**config.mk**
```make
export PLATFORM = sky130hd
export DESIGN_NAME = fsl_lockout
export DESIGN_NICKNAME = d
export VERILOG_FILES = /design/src/pkg/fsl_pkg.sv /design/src/pkg/fsl_div_if.sv /design/src/verilog/fsl_clk_div.sv /design/src/verilog/fsl_lockout.sv
export VERILOG_INCLUDE_DIRS = /design/src /design/src/pkg
export SDC_FILE = /design/constraint.sdc
export NUM_CORES = 1
export LEC_CHECK = 0
export ABC_CLOCK_PERIOD_IN_PS = 3700
export BUFFER_PORTS_ARGS = -buffer_cell sky130_fd_sc_hd__clkbuf_2
export CAP_MARGIN = 15
export CORE_ASPECT_RATIO = 0.6
export CORE_MARGIN = 2
export CORE_UTILIZATION = 48
export CTS_CLUSTER_SIZE = 30
export DETAILED_ROUTE_END_ITERATION = 8
export GPL_TIMING_DRIVEN = 0
export PLACE_DENSITY = 0.8
export SLEW_MARGIN = 40
export SYNTH_ARGS = -nofsm -noshare
export SYNTH_HDL_FRONTEND = slang
export SYNTH_SLANG_ARGS = --single-unit
export TNS_END_PERCENT = 100
```
**constraint.sdc**
```tcl
create_clock -name core_clk -period 3.7 [get_ports core_clk]
set_input_delay 0.555 -clock core_clk [delete_from_list [all_inputs] [get_ports core_clk]]
set_output_delay 0.555 -clock core_clk [all_outputs]
set_load 0.02 [all_outputs]
```
**src/pkg/fsl_defines.svh**
```systemverilog
// Constants for the flash security lockout block
`ifndef FSL_DEFINES_SVH
`define FSL_DEFINES_SVH

// Register bus offsets
`define FSL_ADDR_W          4
`define FSL_OFF_CTRL        4'h0
`define FSL_OFF_STATUS      4'h1
`define FSL_OFF_CLKDIV      4'h2
`define FSL_OFF_KEY         4'h3
`define FSL_OFF_KEYCMP      4'h4
`define FSL_DATA_W          16

// Security byte encoding: secure unless both bytes hold the unsecure word
`define FSL_SEC_UNSEC_WORD  16'h0000

// JTAG instruction register
`define FSL_IR_W            4
`define FSL_IR_IDCODE       4'h2
`define FSL_IR_BYPASS       4'hf
`define FSL_IR_LOCKOUT      4'h8
`define FSL_IR_RESET_VAL    4'h2

// Lockout data register
`define FSL_DR_W            7
`define FSL_DR_PRDIV_BIT    6
`define FSL_DR_DIV_MSB      5

// Identification code, value is arbitrary
`define FSL_IDCODE_VAL      32'h1234_5001

// Erase duration in divided flash clock ticks; last count of the divide-by-eight prescaler
`define FSL_ERASE_TICKS     16'h0020
`define FSL_PRESCALE_DIV    4'h7

// Control register bits
`define FSL_CTRL_BACKDOOR_KEY_ENABLE_BIT  0

`endif

```
**src/pkg/fsl_pkg.sv**
```systemverilog
// Types for the flash security lockout block
package fsl_pkg;
  typedef enum logic [3:0] {
    FSL_TLR, FSL_RTI, FSL_SEL_DR, FSL_CAP_DR, FSL_SH_DR, FSL_EX1_DR, FSL_PAU_DR, FSL_EX2_DR, FSL_UPD_DR,
    FSL_SEL_IR, FSL_CAP_IR, FSL_SH_IR, FSL_EX1_IR, FSL_PAU_IR, FSL_EX2_IR, FSL_UPD_IR
  } fsl_tap_e;
  typedef enum logic [1:0] {FSL_ER_IDLE, FSL_ER_RUN, FSL_ER_DONE} fsl_erase_e;
endpackage

```
**src/pkg/fsl_div_if.sv**
```systemverilog
// Flash clock divider request carried from the main block into the divider
`timescale 1ns/1ps
interface fsl_div_if;
  logic       run;
  logic       divide_by_eight_prescale;
  logic [5:0] div;
  logic       tick;
  modport ctl (output run, output divide_by_eight_prescale, output div, input tick);
  modport div_side (input run, input divide_by_eight_prescale, input div, output tick);
endinterface

```
**src/verilog/fsl_clk_div.sv**
```systemverilog
// Flash timing clock divider producing one tick per divided period
`timescale 1ns/1ps
`include "fsl_defines.svh"
module fsl_clk_div
  import fsl_pkg::*;
(
  // Clock and reset
  input wire logic core_clk,
  input wire logic sys_rst,
  input wire logic clk_en,
  // Divider request
  fsl_div_if.div_side dv
);
  typedef struct packed {
    logic       half;
    logic [3:0] pre;
    logic [5:0] cnt;
    logic       tick;
  } fsl_div_s;
  fsl_div_s st_r;
  fsl_div_s st_nxt;

  // Input clock is core clock halved, then optional divide by eight, then DIV+1
  always_comb begin
    st_nxt      = st_r;
    st_nxt.tick = 1'b0;
    if (!dv.run) begin
      st_nxt.half = 1'b0;
      st_nxt.pre  = 4'h0;
      st_nxt.cnt  = 6'h00;
    end else begin
      st_nxt.half = ~st_r.half;
      if (st_r.half) begin
        if (dv.divide_by_eight_prescale && st_r.pre != `FSL_PRESCALE_DIV) begin
          st_nxt.pre = st_r.pre + 4'h1;
        end else begin
          st_nxt.pre = 4'h0;
          if (st_r.cnt == dv.div) begin
            st_nxt.cnt  = 6'h00;
            st_nxt.tick = 1'b1;
          end else begin
            st_nxt.cnt = st_r.cnt + 6'h01;
          end
        end
      end
    end
  end

  always_ff @(posedge core_clk) begin
    if (sys_rst) begin
      st_r <= '0;
    end else if (clk_en) begin
      st_r <= st_nxt;
    end
  end

  assign dv.tick = st_r.tick;

  a_tick_one_cycle: assert property (@(posedge core_clk) disable iff (sys_rst)
    dv.tick |=> !dv.tick) else $error("divider tick longer than one cycle");
endmodule

```
**src/verilog/fsl_lockout.sv**
```systemverilog
// Flash security interlock with JTAG TAP and lockout recovery erase
//
// Chosen here: strobed register access and the register addresses.
`timescale 1ns/1ps
`include "fsl_defines.svh"

module fsl_lockout
  import fsl_pkg::*;
(
  // Clock, reset, enable
  input  wire logic                      core_clk,
  input  wire logic                      sys_rst,
  input  wire logic                      clk_en,
  // Register port
  input  wire logic [`FSL_ADDR_W-1:0]    reg_addr,
  input  wire logic [`FSL_DATA_W-1:0]    reg_wdata,
  input  wire logic                      reg_wr,
  input  wire logic                      reg_rd,
  output logic      [`FSL_DATA_W-1:0]    reg_rdata,
  // Flash security bytes and software divider
  input  wire logic [`FSL_DATA_W-1:0]    sec_word,
  input  wire logic [`FSL_DR_W-1:0]      sw_flash_clkdiv,
  input  wire logic                      flash_erase_done,
  // JTAG pins
  input  wire logic                      trst_n,
  input  wire logic                      tck,
  input  wire logic                      tms,
  input  wire logic                      tdi,
  output logic                           tdo,
  output logic                           tdo_oe,
  // Flash and core side
  output logic                           dbg_read_disable,
  output logic                           onchip_debug_port_en,
  output logic                           flash_mass_erase,
  output logic      [`FSL_DR_W-1:0]      flash_clock_divider,
  output logic                           flash_div_tick,
  output logic                           backdoor_key_ok
);

  typedef struct packed {
    logic [2:0]                 tck_s;
    logic [1:0]                 tms_s;
    logic [1:0]                 tdi_s;
    logic [1:0]                 trst_s;
    logic                       boot_done;
    logic                       secure;
    fsl_tap_e                   tap;
    logic [`FSL_IR_W-1:0]       ir_sh;
    logic [`FSL_IR_W-1:0]       ir;
    logic [31:0]                dr_sh;
    logic [`FSL_DR_W-1:0]       jtag_erase_clock_divider;
    logic                       div_loaded;
    fsl_erase_e                 er;
    logic [15:0]                er_cnt;
    logic                       tdo;
    logic                       tdo_oe;
    logic                       backdoor_key_enable;
    logic [`FSL_DATA_W-1:0]     key;
    logic [`FSL_DATA_W-1:0]     key_cmp;
    logic [`FSL_DATA_W-1:0]     rdata;
  } fsl_state_s;

  fsl_state_s st_r;
  fsl_state_s st_nxt;
  fsl_div_if  dv ();

  logic tck_rise;
  logic tck_fall;
  logic tap_rst;

  // ----------------------------------------------------------------
  // Pin synchronisers and test clock edges
  // ----------------------------------------------------------------
  // Synchronised pins; only stage two onward is looked at
  assign tck_rise = st_r.tck_s[1] & ~st_r.tck_s[2];
  assign tck_fall = ~st_r.tck_s[1] & st_r.tck_s[2];
  assign tap_rst  = ~st_r.trst_s[1];

  // ----------------------------------------------------------------
  // Next state
  // ----------------------------------------------------------------
  always_comb begin
    st_nxt        = st_r;
    st_nxt.tck_s  = {st_r.tck_s[1:0], tck};
    st_nxt.tms_s  = {st_r.tms_s[0], tms};
    st_nxt.tdi_s  = {st_r.tdi_s[0], tdi};
    st_nxt.trst_s = {st_r.trst_s[0], trst_n};
    st_nxt.rdata  = '0;

    // Security is sampled once after reset and then frozen
    if (!st_r.boot_done) begin
      st_nxt.boot_done = 1'b1;
      st_nxt.secure    = (sec_word != `FSL_SEC_UNSEC_WORD);
    end

    if (tap_rst) begin
      st_nxt.tap    = FSL_TLR;
      st_nxt.ir     = `FSL_IR_RESET_VAL;
      st_nxt.tdo_oe = 1'b0;
    end else if (tck_rise) begin
      unique case (st_r.tap)
        FSL_TLR:    st_nxt.tap = st_r.tms_s[1] ? FSL_TLR : FSL_RTI;
        FSL_RTI:    st_nxt.tap = st_r.tms_s[1] ? FSL_SEL_DR : FSL_RTI;
        FSL_SEL_DR: st_nxt.tap = st_r.tms_s[1] ? FSL_SEL_IR : FSL_CAP_DR;
        FSL_CAP_DR: st_nxt.tap = st_r.tms_s[1] ? FSL_EX1_DR : FSL_SH_DR;
        FSL_SH_DR:  st_nxt.tap = st_r.tms_s[1] ? FSL_EX1_DR : FSL_SH_DR;
        FSL_EX1_DR: st_nxt.tap = st_r.tms_s[1] ? FSL_UPD_DR : FSL_PAU_DR;
        FSL_PAU_DR: st_nxt.tap = st_r.tms_s[1] ? FSL_EX2_DR : FSL_PAU_DR;
        FSL_EX2_DR: st_nxt.tap = st_r.tms_s[1] ? FSL_UPD_DR : FSL_SH_DR;
        FSL_UPD_DR: st_nxt.tap = st_r.tms_s[1] ? FSL_SEL_DR : FSL_RTI;
        FSL_SEL_IR: st_nxt.tap = st_r.tms_s[1] ? FSL_TLR : FSL_CAP_IR;
        FSL_CAP_IR: st_nxt.tap = st_r.tms_s[1] ? FSL_EX1_IR : FSL_SH_IR;
        FSL_SH_IR:  st_nxt.tap = st_r.tms_s[1] ? FSL_EX1_IR : FSL_SH_IR;
        FSL_EX1_IR: st_nxt.tap = st_r.tms_s[1] ? FSL_UPD_IR : FSL_PAU_IR;
        FSL_PAU_IR: st_nxt.tap = st_r.tms_s[1] ? FSL_EX2_IR : FSL_PAU_IR;
        FSL_EX2_IR: st_nxt.tap = st_r.tms_s[1] ? FSL_UPD_IR : FSL_SH_IR;
        FSL_UPD_IR: st_nxt.tap = st_r.tms_s[1] ? FSL_SEL_DR : FSL_RTI;
      endcase
      unique case (st_r.tap)
        FSL_CAP_IR: st_nxt.ir_sh = {{(`FSL_IR_W-2){1'b0}}, 2'b01};
        FSL_SH_IR:  st_nxt.ir_sh = {st_r.tdi_s[1], st_r.ir_sh[`FSL_IR_W-1:1]};
        FSL_UPD_IR: st_nxt.ir    = st_r.ir_sh;
        FSL_CAP_DR: begin
          // ID stays readable in secure mode; lockout DR captures last value
          if (st_r.ir == `FSL_IR_IDCODE) begin
            st_nxt.dr_sh = `FSL_IDCODE_VAL;
          end else if (st_r.ir == `FSL_IR_LOCKOUT) begin
            st_nxt.dr_sh = {25'h0, st_r.jtag_erase_clock_divider};
          end else begin
            st_nxt.dr_sh = 32'h0;
          end
        end
        FSL_SH_DR: begin
          if (st_r.ir == `FSL_IR_IDCODE) begin
            st_nxt.dr_sh = {st_r.tdi_s[1], st_r.dr_sh[31:1]};
          end else if (st_r.ir == `FSL_IR_LOCKOUT) begin
            st_nxt.dr_sh = {25'h0, st_r.tdi_s[1], st_r.dr_sh[`FSL_DR_W-1:1]};
          end else begin
            st_nxt.dr_sh = {31'h0, st_r.tdi_s[1]};
          end
        end
        FSL_UPD_DR: begin
          if (st_r.ir == `FSL_IR_LOCKOUT) begin
            st_nxt.jtag_erase_clock_divider = st_r.dr_sh[`FSL_DR_W-1:0];
            st_nxt.div_loaded = 1'b1;
          end
        end
        default: begin
        end
      endcase
    end else if (tck_fall) begin
      st_nxt.tdo    = (st_r.tap == FSL_SH_IR) ? st_r.ir_sh[0] : st_r.dr_sh[0];
      st_nxt.tdo_oe = (st_r.tap == FSL_SH_IR) || (st_r.tap == FSL_SH_DR);
    end

    // ----------------------------------------------------------------
    // Erase sequencer
    // ----------------------------------------------------------------
    // Erase runs only with a loaded divider while the TAP idles
    unique case (st_r.er)
      FSL_ER_IDLE: begin
        if (st_r.ir == `FSL_IR_LOCKOUT && st_r.div_loaded && st_r.tap == FSL_RTI && !tap_rst) begin
          st_nxt.er     = FSL_ER_RUN;
          st_nxt.er_cnt = '0;
        end
      end
      FSL_ER_RUN: begin
        if (st_r.tap != FSL_RTI || tap_rst) begin
          st_nxt.er = FSL_ER_IDLE;
        end else if (flash_erase_done || st_r.er_cnt == `FSL_ERASE_TICKS) begin
          st_nxt.er = FSL_ER_DONE;
        end else if (dv.tick) begin
          st_nxt.er_cnt = st_r.er_cnt + 16'h0001;
        end
      end
      FSL_ER_DONE: begin
        // Security stays on until the next chip reset reads blank bytes
        if (tap_rst) begin
          st_nxt.er = FSL_ER_IDLE;
        end
      end
      default: st_nxt.er = FSL_ER_IDLE;
    endcase
    if (tap_rst) begin
      st_nxt.div_loaded = 1'b0;
    end

    // ----------------------------------------------------------------
    // Register port
    // ----------------------------------------------------------------
    if (reg_wr) begin
      unique case (reg_addr)
        `FSL_OFF_CTRL:   st_nxt.backdoor_key_enable = reg_wdata[`FSL_CTRL_BACKDOOR_KEY_ENABLE_BIT];
        `FSL_OFF_KEY:    st_nxt.key     = reg_wdata;
        `FSL_OFF_KEYCMP: st_nxt.key_cmp = reg_wdata;
        default: begin
        end
      endcase
    end
    if (reg_rd) begin
      unique case (reg_addr)
        `FSL_OFF_CTRL:   st_nxt.rdata = {15'h0, st_r.backdoor_key_enable};
        `FSL_OFF_STATUS: st_nxt.rdata = {11'h0, st_r.er, st_r.div_loaded, backdoor_key_ok, st_r.secure};
        `FSL_OFF_CLKDIV: st_nxt.rdata = {9'h0, flash_clock_divider};
        default:         st_nxt.rdata = '0;
      endcase
    end
  end

  always_ff @(posedge core_clk) begin
    if (sys_rst) begin
      st_r        <= '0;
      st_r.secure <= 1'b1;
      st_r.ir     <= `FSL_IR_RESET_VAL;
      st_r.trst_s <= 2'b00;
    end else if (clk_en) begin
      st_r <= st_nxt;
    end
  end

  // ----------------------------------------------------------------
  // Divider and outputs
  // ----------------------------------------------------------------
  assign dv.run    = (st_r.er == FSL_ER_RUN);
  assign dv.divide_by_eight_prescale = flash_clock_divider[`FSL_DR_PRDIV_BIT];
  assign dv.div    = flash_clock_divider[`FSL_DR_DIV_MSB:0];

  fsl_clk_div u_div (
    .core_clk (core_clk),
    .sys_rst  (sys_rst),
    .clk_en   (clk_en),
    .dv       (dv)
  );

  assign flash_clock_divider  = (st_r.er != FSL_ER_IDLE) ? st_r.jtag_erase_clock_divider : sw_flash_clkdiv;
  assign flash_div_tick       = dv.tick;
  assign flash_mass_erase     = (st_r.er == FSL_ER_RUN);
  assign dbg_read_disable     = st_r.secure;
  assign onchip_debug_port_en = ~st_r.secure;
  assign backdoor_key_ok      = st_r.backdoor_key_enable && (st_r.key == st_r.key_cmp);
  assign tdo                  = st_r.tdo;
  assign tdo_oe               = st_r.tdo_oe;
  assign reg_rdata            = st_r.rdata;

  // ----------------------------------------------------------------
  // Assertions
  // ----------------------------------------------------------------
  a_sec_frozen: assert property (@(posedge core_clk) disable iff (sys_rst)
    st_r.boot_done && $past(st_r.boot_done) |-> $stable(dbg_read_disable)) else $error("security level changed");
  a_dbg_blocked: assert property (@(posedge core_clk) disable iff (sys_rst)
    dbg_read_disable |-> !onchip_debug_port_en) else $error("debug open while secure");
  a_erase_needs_rti: assert property (@(posedge core_clk) disable iff (sys_rst)
    flash_mass_erase && clk_en |=> st_r.tap == FSL_RTI || !flash_mass_erase) else $error("erase outside idle");
  a_div_override: assert property (@(posedge core_clk) disable iff (sys_rst)
    flash_mass_erase |-> flash_clock_divider == st_r.jtag_erase_clock_divider) else $error("divider not overridden");
  a_key_gated: assert property (@(posedge core_clk) disable iff (sys_rst)
    backdoor_key_ok |-> st_r.backdoor_key_enable) else $error("key access without enable");
  a_erase_loaded: assert property (@(posedge core_clk) disable iff (sys_rst)
    $rose(flash_mass_erase) |-> $past(st_r.div_loaded)) else $error("erase without divider");
  // Compared against the loaded JTAG value, not the mux output that feeds it
  a_prdiv_map: assert property (@(posedge core_clk) disable iff (sys_rst)
    flash_mass_erase |-> dv.divide_by_eight_prescale == st_r.jtag_erase_clock_divider[`FSL_DR_PRDIV_BIT])
    else $error("prescale bit mismapped");
  // Sample edge is the one where boot_done rises; the reset value would look like secure
  a_boot_sample: assert property (@(posedge core_clk) disable iff (sys_rst)
    $rose(st_r.boot_done) |-> dbg_read_disable == ($past(sec_word) != `FSL_SEC_UNSEC_WORD))
    else $error("bad boot sample");
  a_erase_abort: assert property (@(posedge core_clk) disable iff (sys_rst)
    flash_mass_erase && clk_en && st_r.tap != FSL_RTI |=> !flash_mass_erase) else $error("erase kept outside idle");
  a_tdo_released: assert property (@(posedge core_clk) disable iff (sys_rst)
    tap_rst && clk_en |=> !tdo_oe) else $error("tdo driven in tap reset");
endmodule
```
# Word level (Yosys, flattened, before mapping)
# Cells that the tools add are included.
dict set report classes {
  n_mux 49
  div 0
  magnitude_cmp 0
  shifts 0
  multipliers 0
  n_reduce_logical 35
  n_eq_ne 42
  n_addsub 3
  n_bitwise 9
}
# op n
set op_table {}
lappend op_table {{2-to-1 mux 32 bit} 2}
lappend op_table {{one-hot mux 32 bit (2 select lines)} 1}
lappend op_table {{2-to-1 mux 52 bit} 1}
lappend op_table {{2-to-1 mux 16 bit} 3}
lappend op_table {{one-hot mux 4 bit (12 select lines)} 1}
lappend op_table {{== test 4 bit, second input constant} 9}
lappend op_table {{2-to-1 mux 7 bit} 5}
lappend op_table {{2-to-1 mux 4 bit} 8}
lappend op_table {{one-hot mux 16 bit (2 select lines)} 1}
lappend op_table {{2-to-1 mux 11 bit} 2}
lappend op_table {{one-hot mux 7 bit (3 select lines)} 1}
lappend op_table {{== test 4 x 2 -> 1 bit, second input constant} 5}
lappend op_table {{== test 4 x 3 -> 1 bit, second input constant} 5}
lappend op_table {{AND reduction 4 bit} 5}
lappend op_table {{2-to-1 mux 18 bit} 1}
lappend op_table {{AND reduction 3 bit} 6}
lappend op_table {{adder 16 x 1 -> 16 bit, second input constant} 1}
lappend op_table {{== test 16 bit} 1}
lappend op_table {{== test 16 x 6 -> 1 bit, second input constant} 1}
lappend op_table {{2-to-1 mux 8 bit} 2}
lappend op_table {{inequality test 2 bit, second input constant} 8}
lappend op_table {{nonzero test 16 bit} 1}
lappend op_table {{2-to-1 mux 2 bit} 6}
lappend op_table {{2-to-1 mux 1 bit} 10}
lappend op_table {{other kinds (26)} 52}
dict set report totals {
  mem_bits_ro 0
  word_cells 162
  inputBits 53
  output_inout_bits 30
  latch_bits 0
  ff_bits 144
  ramBits 0
  memories 0
}

# Depth between registers and ports, before layout
dict set report logic_depth {
  ltp_word 7
  depth_mapped 9
  ltp_nobuf 8
}

# Cells and area by module
# From an unflattened synthesis, not the netlist that was laid out.
dict set report hier_totals {
  cells_unflattened 778
  area_unflattened_um2 6527.5
}
# module area_per_inst_um2 cells_each n_inst seq_area_each_um2
set modules_own_cells {}
lappend modules_own_cells {fsl_lockout 5884.4 703 1 2462.4}
lappend modules_own_cells {fsl_clk_div 643.1 75 1 240.2}

# Least setup slack after synthesis
# No wires, ideal clock.
dict set report synth_timing {
  path_kind {flip-flop to output port}
  startpoint {register st_r[19] in the netlist's numbering}
  endpoint {output port backdoor_key_ok}
  path_buffers 0
  t_arrival_ps 1567
  t_required_ps 3145
  slack_ps 1578
  stages_incl_launch_ff 5
  cell_sequence {dfxtp_1 -> xor2_1 -> nor4_1 -> nand4_1 -> nor4_1}
}
dict set report synth_between {
  elab_chain_len 2
}
# item line_no
set synth_rtl {}
lappend synth_rtl {{from (decl)} fsl_lockout.sv:63} ;# fsl_state_s st_r;
lappend synth_rtl {{from (signal assigned)} fsl_lockout.sv:217} ;# st_r <= st_nxt;
lappend synth_rtl {{== test 16 bit} fsl_lockout.sv:240} ;# assign backdoor_key_ok = st_r.backdoor_key_enable && (st_r.key == st_r.key_cmp);
lappend synth_rtl {{logical AND 1 bit} fsl_lockout.sv:240}
lappend synth_rtl {{to (decl)} fsl_lockout.sv:37} ;# output logic backdoor_key_ok
# Every way passes these cells.

# Final worst setup path
dict set report layout_timing {
  startpoint {register st_r[67] in the netlist's numbering}
  endpoint {output port flash_clock_divider[6]}
}
dict set report layout_between {
  elab_chain_len 2
}
# item line_no
set layout_rtl {}
lappend layout_rtl {{nonzero test 2 bit} fsl_lockout.sv:235} ;# assign flash_clock_divider = (st_r.er != FSL_ER_IDLE) ? st_r.jtag_erase_clock_divider : sw_flash_clkdiv;
lappend layout_rtl {{2-to-1 mux 7 bit} fsl_lockout.sv:235}
lappend layout_rtl {{to (decl)} fsl_lockout.sv:35} ;# output logic [`FSL_DR_W-1:0] flash_clock_divider,
# Every way passes these cells.

==> insert_results.sql <==
INSERT INTO impl_metrics (metric_group, metric, value, unit) VALUES
('outcome', 'status', 'completed', ''),
('setup_path', 'crit_chain', 'nor2_2 -> buf_4 -> mux2i_1 -> inv_1 -> buf_4 -> clkbuf_2', ''),
('sta', 'finalCriticalPeriod', '2.65', 'ns'),
('logic_synthesis', 'synth_top_flop_cell', 'sky130_fd_sc_hd__dfxtp_1', ''),
('cts', 'clock-sinks', '135', ''),
('finish', 'area_delta_synth_final', '18.4', '%'),
('place', 'place.detailed.hpwl', '12200', 'µm'),
('die', 'die-area', '14200', 'µm²'),
('sta', 'report.final.slew_viol_count', '0', ''),
('sta', 'share_of_the_clock_period_used_by_the_worst_path', '0.717', ''),
('logic_synthesis', 'synth_seq_area_share', '0.426', ''),
('logic_synthesis', 'synth-edff-count', '0', ''),
('routing', 'initialDrtViolationCount', '561', ''),
('routing', 'drt_wl_total', '16500', 'µm'),
('finish', 'fillCellCount', '1138', ''),
('cts', 'postCtsHoldBufs', '0', ''),
('finish', 'design.final.nets', '914', ''),
('finish', 'fraction_of_final_layout_cells_with_drive_strength_greater_than_1', '0.169', ''),
('setup_path', 'highest_fanout_seen_on_the_critical_path', '10', ''),
('place', 'gp_congestion', '0.947', ''),
('setup_path', 'data_arrival_time_of_the_critical_path', '2.10', 'ns'),
('sta', 'grt_setup_unrepaired', 'no', ''),
('finish', 'final_cell_mix', 'sky130_fd_sc_hd__dfxtp_1 (135), sky130_fd_sc_hd__nor2_1 (112), sky130_fd_sc_hd__nand2_1 (81), sky130_fd_sc_hd__clkbuf_2 (73), sky130_fd_sc_hd__a21oi_1 (50)', ''),
('die', 'floorplan.initialDensity', '0.492', ''),
('place', 'numPlacedInstances', '1008', ''),
('setup_path', 'worst_ep_required_time', '3.14', 'ns'),
('sta', 'tightestPinTransition', '0.820', 'ns'),
('cts', 'clock_tree.htree_level_count', '4', ''),
('pwr', 'power.leakage', '3.07', 'nW'),
('logic_synthesis', 'synth_area', '6340', 'µm²'),
('cts', 'clk_latency', '0.42', 'ns'),
('routing', 'drt-vias-per-instance', '5.63', ''),
('routing', 'ant_nets', '0', ''),
('setup_path', 'critical_path.endpoint_type', 'output pin', ''),
('die', 'io-pin-count', '83', ''),
('global_route', 'antenna_violations_before_repair', '0', ''),
('logic_synthesis', 'synth.distinct_cells', '60', ''),
('sta', 'worst_hold_slack', '0.361', 'ns'),
('die', 'die_height', '93.1', 'µm'),
('die', 'die_w', '152', 'µm'),
('finish', 'antenna_cells', '0', ''),
('routing', 'drc', '0', ''),
('sta', 'hold_violations', '0', ''),
('die', 'core.rowCount', '32', ''),
('logic_synthesis', 'yosys_warnings', '0', ''),
('logic_synthesis', 'avgSynthCellArea', '8.38', 'µm²'),
('pwr', 'total_power', '0.00323', 'W'),
('logic_synthesis', 'postSynthCellCount', '757', ''),
('setup_path', 'start_kind', 'register', ''),
('global_route', 'via_count_of_the_first_global_routing_pass', '5280', ''),
('sta', 'finalSetupViolations', '0', ''),
('cts', 'cts_setup_buffers', '0', ''),
('sta', 'max_slew_margin', '0.453', ''),
('global_route', 'grt_pass1_wl', '27100', 'µm'),
('global_route', 'maximum_number_of_pins_on_one_net_before_global_route_repair', '17', ''),
('cts', 'cts_tree', 'done', ''),
('finish', 'register_area', '2700', 'µm²'),
('cts', 'cts_root_buf', 'sky130_fd_sc_hd__clkbuf_16', ''),
('finish', 'multi_input_comb_area', '3310', 'µm²'),
('routing', 'via_count', '5856', ''),
('job', 'maxCapViolations', '0', ''),
('pwr', 'worst_ir_drop_vdd', '0.000291', 'V'),
('routing', 'drt_pass1_iterations', '5', ''),
('place', 'placement.io_buffers', '73', ''),
('global_route', 'global_route_usage_over_all_layers', '0.240', ''),
('cts', 'cts_inserted_buffers', '17', ''),
('setup_path', 'cpPeakStageDelay', '0.49', 'ns'),
('setup_path', 'cp_top_family', 'buffers and inverters', ''),
('cts', 'clock_path_buffers', '2', ''),
('logic_synthesis', 'synth-async-reset-ratio', '0', ''),
('setup_path', 'timing_worst_setup_path_type', 'reg2out', '');
-- registers in the layout, indices dropped and copies added, names as in the netlist --
| name | cells |
|---|---|
| tdo_oe | 1 |
| u_div.dv.tick | 1 |
| tdo | 1 |
| st_nxt | 5 |
| u_div.st_r | 11 |
| st_r | 108 |
| dbg_read_disable | 1 |
| reg_rdata | 7 |
-- tightest hold or removal path: stages --
cell and delay [ns]:
sky130_fd_sc_hd__clkbuf_2 0.09, sky130_fd_sc_hd__nand2_1 0.05, sky130_fd_sc_hd__a21oi_1 0.05
-- cell type report --
type,count,area share
repair buffers,73,0.0486
well taps,170,0.0283
plain buffers,62,0.0413
multi-input cells,552,0.440
clock inverters,15,0.0172
clock buffers,17,0.0566
inverters,16,0.00799
flip-flops and latches,135,0.360
-- cell families (layout without fill, tap and decap cells) --
| group | after synthesis | count (layout) | synth area share |
|---|---|---|---|
| and+or+nand+nor | 321 | 321 | 0.243 |
| other | 1 | 9 | 0.000591 |
| xor gates and xnor gates | 37 | 37 | 0.0511 |
| buffers and inverters | 78 | 183 | 0.0584 |
| muxes | 43 | 43 | 0.0696 |
| adders and majority gates | 4 | 4 | 0.00789 |
| DFF | 135 | 135 | 0.426 |
| AOI/OAI and AO/OA | 138 | 138 | 0.144 |
-- report_power, final --
part / switching, W / internal [W]
clock: 0.000706 / 0.000881
sequential: 0.00000733 / 0.00146
combinational: 0.000112 / 0.0000610
-- path summary, 6_finish.rpt --
check | start | endpoint | slack, ns | depth (start not counted)
setup / recovery | st_r[67] | flash_clock_divider[6] | 1.05 | 6
hold / removal | reg_wdata[2] | st_r[34] | 0.36 | 3
setup reg to reg | st_nxt[131] | st_r[102] | 1.17 | 6
hold reg to reg | st_r[98] | st_r[98] | 0.45 | 2
-- through the flow --
stage | area (µm²) | setup WS (ns)
after floorplan | 6370 | 1.58
after global placement | 6950 | 1.16
after detailed placement | 6960 | 1.20
after CTS | 7510 | 1.05
after global routing | 7510 | 0.901
final | 7510 | 1.05
-- synthesized netlist by cell type, drive strengths merged (13+ instances only) --
cell    number  area share
a21oi       50       0.039
a22oi       27       0.032
buf         30       0.030
clkbuf      32       0.019
dfxtp      135        0.43
inv         16      0.0095
mux2i       37       0.058
nand2       82       0.049
nand2b      13       0.013
nand3       22       0.017
nand4       14       0.014
nor2       113       0.067
nor3        23       0.019
nor4        16       0.019
o21ai       14       0.011
xnor2       14       0.019
xor2        23       0.032
-- per-layer routing --
| metal | GRT usage | wire, µm | vias up |
|---|---|---|---|
| li1 | - | - | 2850 |
| met1 | 0.357 | 7960 | 2713 |
| met2 | 0.340 | 6740 | 265 |
| met3 | 0.0538 | 1540 | 28 |
| met4 | 0.0826 | 293 | 0 |
| met5 | 0 | 0 | - |
(Power assumes the default switching activity.)
